## src/hw/srw_pkg.sv

```systemverilog
// Constants and types for the serial register write port
`default_nettype none
package srw_pkg;
   localparam int ADDR_W = 10;
   localparam int DATA_W = 6;
   localparam int FRAME_BITS = 16;
   localparam int NUM_REGS = 32;
   localparam int IDX_W = 5;
   localparam logic [4:0] BIT_LAST = 5'h0F;
   localparam logic [4:0] BIT_DATA0 = 5'h0A;
   localparam logic [5:0] REG_RESET = 6'h00;
   // Register offsets
   localparam logic [4:0] A_PWR_LO = 5'h00;
   localparam logic [4:0] A_PWR_HI = 5'h01;
   localparam logic [4:0] A_UPD_LO = 5'h19;
   localparam logic [4:0] A_UPD_HI = 5'h1A;
   localparam logic [4:0] A_HOLD = 5'h1B;
   localparam int HOLD_BIT = 0;
   // Low halves of double-wide registers
   localparam logic [NUM_REGS-1:0] PAIR_LO_MASK = 32'h0200_0015;
   // Registers that take effect at the strobe rising edge
   localparam logic [NUM_REGS-1:0] IMM_MASK = 32'h1880_0043;
   // Implemented data bits per register
   localparam logic [5:0] MASK_FULL = 6'h3F;
   localparam logic [5:0] MASK_2B = 6'h03;
   localparam logic [5:0] MASK_4B = 6'h0F;
   localparam logic [5:0] MASK_1B = 6'h01;
   localparam logic [4:0] A_GAIN_HI = 5'h03;
   localparam logic [4:0] A_BLACK_HI = 5'h05;
   localparam logic [NUM_REGS-1:0] ONE_BIT_MASK = 32'hD980_0000;

   typedef struct packed {
      logic [ADDR_W-1:0] addr;
      logic [DATA_W-1:0] data;
   } srw_wr_t;

   typedef enum logic [0:0] {SRW_ADDR, SRW_DATA} srw_phase_t;
endpackage
`default_nettype wire

```

## src/hw/srw_port.sv

```systemverilog
// Serial register write port with strobe and sync-edge update
`default_nettype none
module srw_port
   import srw_pkg::*;
(
   // Clock and reset
   input wire logic clk,
   input wire logic rst_b,
   // Serial port pins
   input wire logic serial_clk,
   input wire logic serial_data,
   input wire logic serial_load_strobe,
   // Timing syncs
   input wire logic vertical_sync,
   input wire logic horizontal_sync,
   // Active register contents
   output logic [NUM_REGS-1:0][DATA_W-1:0] active_reg,
   output logic [2*DATA_W-1:0] power_state_select,
   output logic hold_pending_writes
);
   function automatic logic [5:0] data_mask(input logic [4:0] idx);
      if (ONE_BIT_MASK[idx])
         return MASK_1B;
      else if (idx == A_BLACK_HI)
         return MASK_2B;
      else if (idx == A_GAIN_HI)
         return MASK_4B;
      return MASK_FULL;
   endfunction

   // Two-flop synchronisers plus edge history
   logic [4:0] s1_reg, s2_reg, prev_reg;
   always_ff @(posedge clk or negedge rst_b) begin
      if (!rst_b) begin
         s1_reg <= 5'h1F;
         s2_reg <= 5'h1F;
         prev_reg <= 5'h1F;
      end else begin
         s1_reg <= {serial_clk, serial_data, serial_load_strobe, vertical_sync, horizontal_sync};
         s2_reg <= s1_reg;
         prev_reg <= s2_reg;
      end
   end
   wire sck_rise = s2_reg[4] & ~prev_reg[4];
   wire sd = s2_reg[3];
   wire strobe_low = ~s2_reg[2];
   wire strobe_fall = ~s2_reg[2] & prev_reg[2];
   wire strobe_rise = s2_reg[2] & ~prev_reg[2];
   wire vsync_fall = ~s2_reg[1] & prev_reg[1];
   wire hsync_fall = ~s2_reg[0] & prev_reg[0];

   // Frame parser; the serial port is the only write path
   logic [4:0] bit_cnt_reg, bit_cnt_next;
   logic [ADDR_W-1:0] addr_reg, addr_next;
   logic [DATA_W-1:0] dsh_reg, dsh_next;
   srw_phase_t phase;
   srw_wr_t wr;
   wire take_bit = strobe_low & ~strobe_fall & sck_rise;
   assign phase = (bit_cnt_reg < BIT_DATA0) ? SRW_ADDR : SRW_DATA;
   wire wr_valid = take_bit & (bit_cnt_reg == BIT_LAST);
   // One driver for the whole word keeps the struct single-sourced
   assign wr = '{addr: addr_reg, data: {sd, dsh_reg[DATA_W-1:1]}};
   wire wr_in_map = (wr.addr[ADDR_W-1:IDX_W] == '0);
   wire [IDX_W-1:0] wr_idx = wr.addr[IDX_W-1:0];

   always_comb begin
      bit_cnt_next = bit_cnt_reg;
      addr_next = addr_reg;
      dsh_next = dsh_reg;
      if (strobe_fall) begin
         bit_cnt_next = 5'h00;
      end else if (take_bit) begin
         if (phase == SRW_ADDR) begin
            addr_next = {sd, addr_reg[ADDR_W-1:1]};
         end else begin
            dsh_next = {sd, dsh_reg[DATA_W-1:1]};
         end
         if (bit_cnt_reg == BIT_LAST) begin
            bit_cnt_next = BIT_DATA0;
            addr_next = addr_reg + 10'h001;
         end else begin
            bit_cnt_next = bit_cnt_reg + 5'h01;
         end
      end
   end

   always_ff @(posedge clk or negedge rst_b) begin
      if (!rst_b) begin
         bit_cnt_reg <= 5'h00;
         addr_reg <= '0;
         dsh_reg <= '0;
      end else begin
         bit_cnt_reg <= bit_cnt_next;
         addr_reg <= addr_next;
         dsh_reg <= dsh_next;
      end
   end

   // Staging, lower-half holding and pending flags
   logic [NUM_REGS-1:0][DATA_W-1:0] stage_reg;
   logic [NUM_REGS-1:0][DATA_W-1:0] lo_hold_reg;
   logic [NUM_REGS-1:0] pend_reg;
   wire is_lo = PAIR_LO_MASK[wr_idx];
   wire is_hi = (wr_idx != A_PWR_LO) & PAIR_LO_MASK[wr_idx - 5'h01];
   wire [IDX_W-1:0] lo_idx = wr_idx - 5'h01;
   wire [DATA_W-1:0] wr_masked = wr.data & data_mask(wr_idx);
   wire do_wr = wr_valid & wr_in_map;

   // Sync-edge line tracking
   logic armed_reg;
   logic [11:0] line_cnt_reg;
   wire [11:0] update_line = {active_reg[A_UPD_HI], active_reg[A_UPD_LO]};
   wire line_hit = armed_reg & hsync_fall & (line_cnt_reg == update_line);
   wire apply_sync = line_hit & ~hold_pending_writes;

   always_ff @(posedge clk or negedge rst_b) begin
      if (!rst_b) begin
         armed_reg <= 1'b0;
         line_cnt_reg <= 12'h000;
      end else if (vsync_fall) begin
         armed_reg <= 1'b1;
         line_cnt_reg <= 12'h000;
      end else if (hsync_fall & armed_reg) begin
         armed_reg <= ~line_hit;
         line_cnt_reg <= line_cnt_reg + 12'h001;
      end
   end

   // Lone lower half only fills the holding latch
   always_ff @(posedge clk or negedge rst_b) begin
      if (!rst_b) begin
         stage_reg <= '0;
         lo_hold_reg <= '0;
         pend_reg <= '0;
      end else begin
         for (int i = 0; i < NUM_REGS; i++) begin
            if ((strobe_rise & IMM_MASK[i]) | (apply_sync & ~IMM_MASK[i]))
               pend_reg[i] <= 1'b0;
         end
         if (do_wr) begin
            if (is_lo) begin
               lo_hold_reg[wr_idx] <= wr_masked;
            end else begin
               stage_reg[wr_idx] <= wr_masked;
               pend_reg[wr_idx] <= 1'b1;
            end
            if (is_hi) begin
               // Unwritten lower half commits whatever the latch holds
               stage_reg[lo_idx] <= lo_hold_reg[lo_idx];
               pend_reg[lo_idx] <= 1'b1;
            end
         end
      end
   end

   // Active registers take staged values at the right edge
   always_ff @(posedge clk or negedge rst_b) begin
      if (!rst_b) begin
         active_reg <= {NUM_REGS{REG_RESET}};
         power_state_select <= '0;
         hold_pending_writes <= 1'b0;
      end else begin
         for (int i = 0; i < NUM_REGS; i++) begin
            if (pend_reg[i] & IMM_MASK[i] & strobe_rise)
               active_reg[i] <= stage_reg[i];
            else if (pend_reg[i] & ~IMM_MASK[i] & apply_sync)
               active_reg[i] <= stage_reg[i];
         end
         power_state_select <= {active_reg[A_PWR_HI], active_reg[A_PWR_LO]};
         hold_pending_writes <= active_reg[A_HOLD][HOLD_BIT];
      end
   end

   // Checking helpers
   logic seen_wr_reg;
   logic [ADDR_W-1:0] last_addr_reg;
   logic [2:0] data_seen_reg;
   always_ff @(posedge clk or negedge rst_b) begin
      if (!rst_b) begin
         seen_wr_reg <= 1'b0;
         last_addr_reg <= '0;
         data_seen_reg <= 3'h0;
      end else begin
         if (strobe_fall)
            seen_wr_reg <= 1'b0;
         else if (wr_valid)
            seen_wr_reg <= 1'b1;
         if (wr_valid)
            last_addr_reg <= wr.addr;
         // Own data bit count, stepped only in the data phase that the parser counter sets
         if (strobe_fall | wr_valid)
            data_seen_reg <= 3'h0;
         else if (take_bit & (phase == SRW_DATA))
            data_seen_reg <= data_seen_reg + 3'h1;
      end
   end

   property p_write_full_frame;
      @(posedge clk) disable iff (!rst_b) wr_valid |-> data_seen_reg == 3'(DATA_W - 1);
   endproperty
   a_write_full_frame: assert property (p_write_full_frame)
      else $error("write without a full data word");

   property p_burst_incr;
      @(posedge clk) disable iff (!rst_b)
         wr_valid && seen_wr_reg |-> wr.addr == last_addr_reg + 10'h001;
   endproperty
   a_burst_incr: assert property (p_burst_incr)
      else $error("burst address did not step by one");

   property p_restart;
      @(posedge clk) disable iff (!rst_b) strobe_fall |=> bit_cnt_reg == 5'h00 && !wr_valid;
   endproperty
   a_restart: assert property (p_restart)
      else $error("strobe fall did not restart parsing");

   property p_imm_apply;
      @(posedge clk) disable iff (!rst_b)
         strobe_rise && pend_reg[A_PWR_LO] |=> active_reg[A_PWR_LO] == $past(stage_reg[A_PWR_LO]);
   endproperty
   a_imm_apply: assert property (p_imm_apply)
      else $error("strobe-updated register not applied");

   property p_hold;
      @(posedge clk) disable iff (!rst_b)
         hold_pending_writes && line_hit && !strobe_rise |=> $stable(active_reg);
   endproperty
   a_hold: assert property (p_hold)
      else $error("sync update while hold set");

   property p_lone_low;
      @(posedge clk) disable iff (!rst_b)
         do_wr && is_lo && !apply_sync |=> pend_reg == $past(pend_reg);
   endproperty
   a_lone_low: assert property (p_lone_low)
      else $error("lower half write changed pending state");

   property p_pair_commit;
      @(posedge clk) disable iff (!rst_b)
         do_wr && wr_idx == A_PWR_HI |=> pend_reg[A_PWR_LO] && pend_reg[A_PWR_HI]
            && stage_reg[A_PWR_LO] == $past(lo_hold_reg[A_PWR_LO]);
   endproperty
   a_pair_commit: assert property (p_pair_commit)
      else $error("double-wide register not committed");

   property p_line;
      @(posedge clk) disable iff (!rst_b) apply_sync |-> line_cnt_reg == update_line && hsync_fall;
   endproperty
   a_line: assert property (p_line)
      else $error("sync update on wrong line");

   property p_narrow;
      @(posedge clk) disable iff (!rst_b)
         do_wr && wr_idx == A_BLACK_HI |=> stage_reg[A_BLACK_HI][5:2] == 4'h0;
   endproperty
   a_narrow: assert property (p_narrow)
      else $error("unused bits stored in narrow register");

   c_burst: cover property (@(posedge clk) disable iff (!rst_b) wr_valid && seen_wr_reg);
   c_sync: cover property (@(posedge clk) disable iff (!rst_b) apply_sync && |pend_reg);
   c_imm: cover property (@(posedge clk) disable iff (!rst_b) strobe_rise && pend_reg[A_PWR_LO]);
   c_held: cover property (@(posedge clk) disable iff (!rst_b) line_hit && hold_pending_writes);
endmodule // srw_port
`default_nettype wire

```

## config.mk

```make
export PLATFORM = sky130hd
export DESIGN_NAME = srw_port
export DESIGN_NICKNAME = d
export VERILOG_FILES = /design/src/hw/srw_pkg.sv /design/src/hw/srw_port.sv
export SDC_FILE = /design/constraint.sdc
export NUM_CORES = 1
export LEC_CHECK = 0
export ABC_AREA = 0
export BUFFER_PORTS_ARGS = -buffer_cell sky130_fd_sc_hd__buf_2
export CORE_ASPECT_RATIO = 2
export CORE_MARGIN = 5
export CORE_UTILIZATION = 30
export CTS_BUF_LIST = sky130_fd_sc_hd__clkbuf_8
export DETAILED_ROUTE_END_ITERATION = 8
export SYNTH_ARGS = -nofsm -noshare
export SYNTH_HDL_FRONTEND = slang
export SYNTH_SLANG_ARGS = --single-unit
```

## constraint.sdc

```tcl
create_clock -name clk -period 5.09 [get_ports clk]
set_input_delay 0.2545 -clock clk [delete_from_list [all_inputs] [get_ports clk]]
set_output_delay 0.2545 -clock clk [all_outputs]
set_load 0.02 [all_outputs]
```

==> flow_summary.ini <==
[drt]
via_count = 16634
initialDrtViolationCount = 1142
drc = 1
vias_per_cell = 4.69
firstDrtPassIters = 7
totalWireLength_um = 69800
ant_nets = 0
wire_per_inst_um = 19.7

[power_and_ir_drop]
p_sw_share_pct = 28.4
p_comb_share_pct = 12.4
irDropWorstVdd_mv = 0.272
power_frac_clock_pct = 38.3
netSwitchingPower_mw = 3.13
p_leak_nw = 15.1
power_frac_seq_pct = 49.2
cellPowerDensity_nw_per_um2 = 362
intPower_mw = 7.90

[clocking]
htreeDepth = 3
post_cts_buffers = 0
clk_root_buffer_cell = clkbuf_8
clock_sinks = 668
clock_path_buffers = 3
clk_latency_ns = 0.73
cts_tree = built
path_clk_slew_ns = 0.08
cts_inserted_buffers = 86

[worst_setup_path]
cp_data_arrival_time_ns = 5.09
worstSetupStartpointType = flip-flop
crit_path_end_kind = flip-flop
worstPathRequired_ns = 5.69
crit_type = reg -> reg
crit_fanout = 13

[yosys]
synth_cell_types = 71
ys.flop_type = dfrtp_1
synth_seq_cells = 668
yosysTopAreaCell = dfrtp_1
synth-seq-area-share_pct = 62.8
synth.top_cell.area_share_pct = 61.4
yosys_warnings = 0
postSynthCellCount = 2208
synth-edff-count = 0
synthArstFlopShare_pct = 100
syn-num-nets = 2225
mappedNetlistArea_um2 = 26700
syn_avg_cell_area_um2 = 12.1
ys_top_cells_by_area = dfrtp_1 61%, mux2_2 9.7%, nand2_1 5.0%

[finish]
finalNonFillerCells = 3543
layout-drive-gt1-share_pct = 29.2
fin_nets = 2320
nFillCells = 8836
mostFrequentLayoutCell = dfrtp_1
most-common-layout-cells = 652 x dfrtp_1, 355 x nand2_1, 229 x mux2_2, 210 x buf_2, 193 x o21ai_0
fin_util_pct = 34.5
syn_to_final_growth_pct = 14.2

[global_route]
grt.total_usage_pct = 14.6
grt_max_degree = 164
grt_first_pass_wirelength_um = 109000
grt_pass1_vias = 17924
gr-total-overflow = 0
antenna_found_initial = 1

[place]
port_buffers = 211
dp_cells = 3379
dp_hpwl_um = 49700
pre_cts_slack_ns = 0.722
routabilityCongestion = 0.912

[floorplanning]
die_area_um2 = 95300
io_pins = 212
rows = 154
die_w_um = 221
coreArea_um2 = 88200
dieHeight_um = 432
start_util_pct = 30.2

[hold_path]
hp-class = in -> async

[sta]
clock_skew_ns = 0.0356
min_period_ns = 4.49
tightestPinTransition_ns = 1.17
finalCritPeriodShare_pct = 88.2
max_slew_margin_pct = 22.0
tns_ns = 0
fmax_mhz = 223
hold_violations = 0
final_max_slew_viol_count = 0
setup_ws_ns = 0.603
rsz0062_at_grt = no
setup_viol = 0

[status]
violations = DRC
status = finished with violations

[job]
drv_cap = 0
==> worst max-delay path, cell delays in order (launching register included) <==
cell	delay, ns
dfrtp_1	0.52
inv_1	0.18
ha_1	0.51
o21ba_2	0.24
o21ai_1	0.71
nand2_1	0.58
a221oi_2	0.98
inv_1	0.28
a221oi_1	0.35
==> power by group through the flow <==
stage | sequential [mW] | combinational, mW | clock [mW]
finish | 5.43 | 1.37 | 4.23
global route | 5.43 | 1.47 | 4.59
CTS | 5.42 | 1.38 | 4.39
detailed placement | 5.53 | 1.37 | 0
global placement | 5.53 | 1.38 | 0
floorplan | 5.49 | 0.859 | 0
==> layer usage <==
metal  GRT usage (%)  up-vias  share of wire (%)
met4            7.77        0                5.0
met5               0        -                  0
li1                -     7709                  -
met1            16.1     8300                 38
met3            2.89      158                4.3
met2            26.6      467                 53
==> final timing paths <==
path | from | to | slack, ns | cells past startpoint
max | addr_reg[1] | stage_reg[167] | 0.60 | 8
min | rst_b | lo_hold_reg[167] | 0.07 | 2
max reg2reg | addr_reg[1] | stage_reg[167] | 0.60 | 8
min reg2reg | s1_reg[3] | s2_reg[3] | 0.34 | 0
max in group asynchronous | rst_b | active_reg[42] | 3.68 | 3
min in group clk | vertical_sync | s1_reg[1] | 0.18 | 2
==> metrics by stage <==
step                instance area [µm²]  total power, mW  hold slack (ns)
CTS                               30500             11.2           0.0386
global placement                  28500             6.90            0.254
detailed placement                28500             6.90            0.258
finish                            30500             11.0           0.0661
global route                      30500             11.5           0.0975
floorplan                         26700             6.35          -0.0411
==> cell usage after synthesis, types with 4 or more instances <==
master	n
dfrtp_1	654
nand2_1	356
mux2_2	229
clkbuf_1	209
o21ai_0	194
nor2_1	90
a21oi_1	75
mux4_2	46
mux2i_1	35
nand3_1	29
buf_2	24
and2_1	23
o21ai_1	19
xor2_1	19
a21o_1	16
dfstp_2	14
a31oi_1	13
inv_1	13
nor3_1	13
nand4_1	11
ha_1	10
nor4_1	9
o22ai_1	9
and3_1	8
xnor2_1	7
buf_4	5
nor2b_1	5
o211ai_1	4
or2_2	4
==> cell type report <==
class,count,area (µm²),share of cell area [%]
flip-flops and latches,668,16700,55.0
multi-input cells,1287,8960,29.4
well taps,1170,1460,4.81
repair buffers,247,1390,4.56
clock buffers,99,1360,4.47
clock inverters,58,488,1.60
inverters,13,48.8,0.160
diodes,1,2.50,0.00822
==> cell families (layout without fill, tap and decap cells) <==
family	after synthesis	after routing	synth area share, %
DFF	668	668	62.8
and+or+nand+nor	574	574	9.29
AOI/OAI and AO/OA	366	366	7.93
muxes	310	310	14.9
buffers and inverters	253	417	3.77
xor gates and xnor gates	27	27	0.915
adders and majority gates	10	10	0.469
other	0	1	0
==> repair_timing <==
action,CTS,global route
gates resized for setup,0,0
endpoints found under the hold margin,61,0
setup endpoints to repair,0,0
hold buffers,6,0
Note: power is estimated with default switching activity, not from simulation.
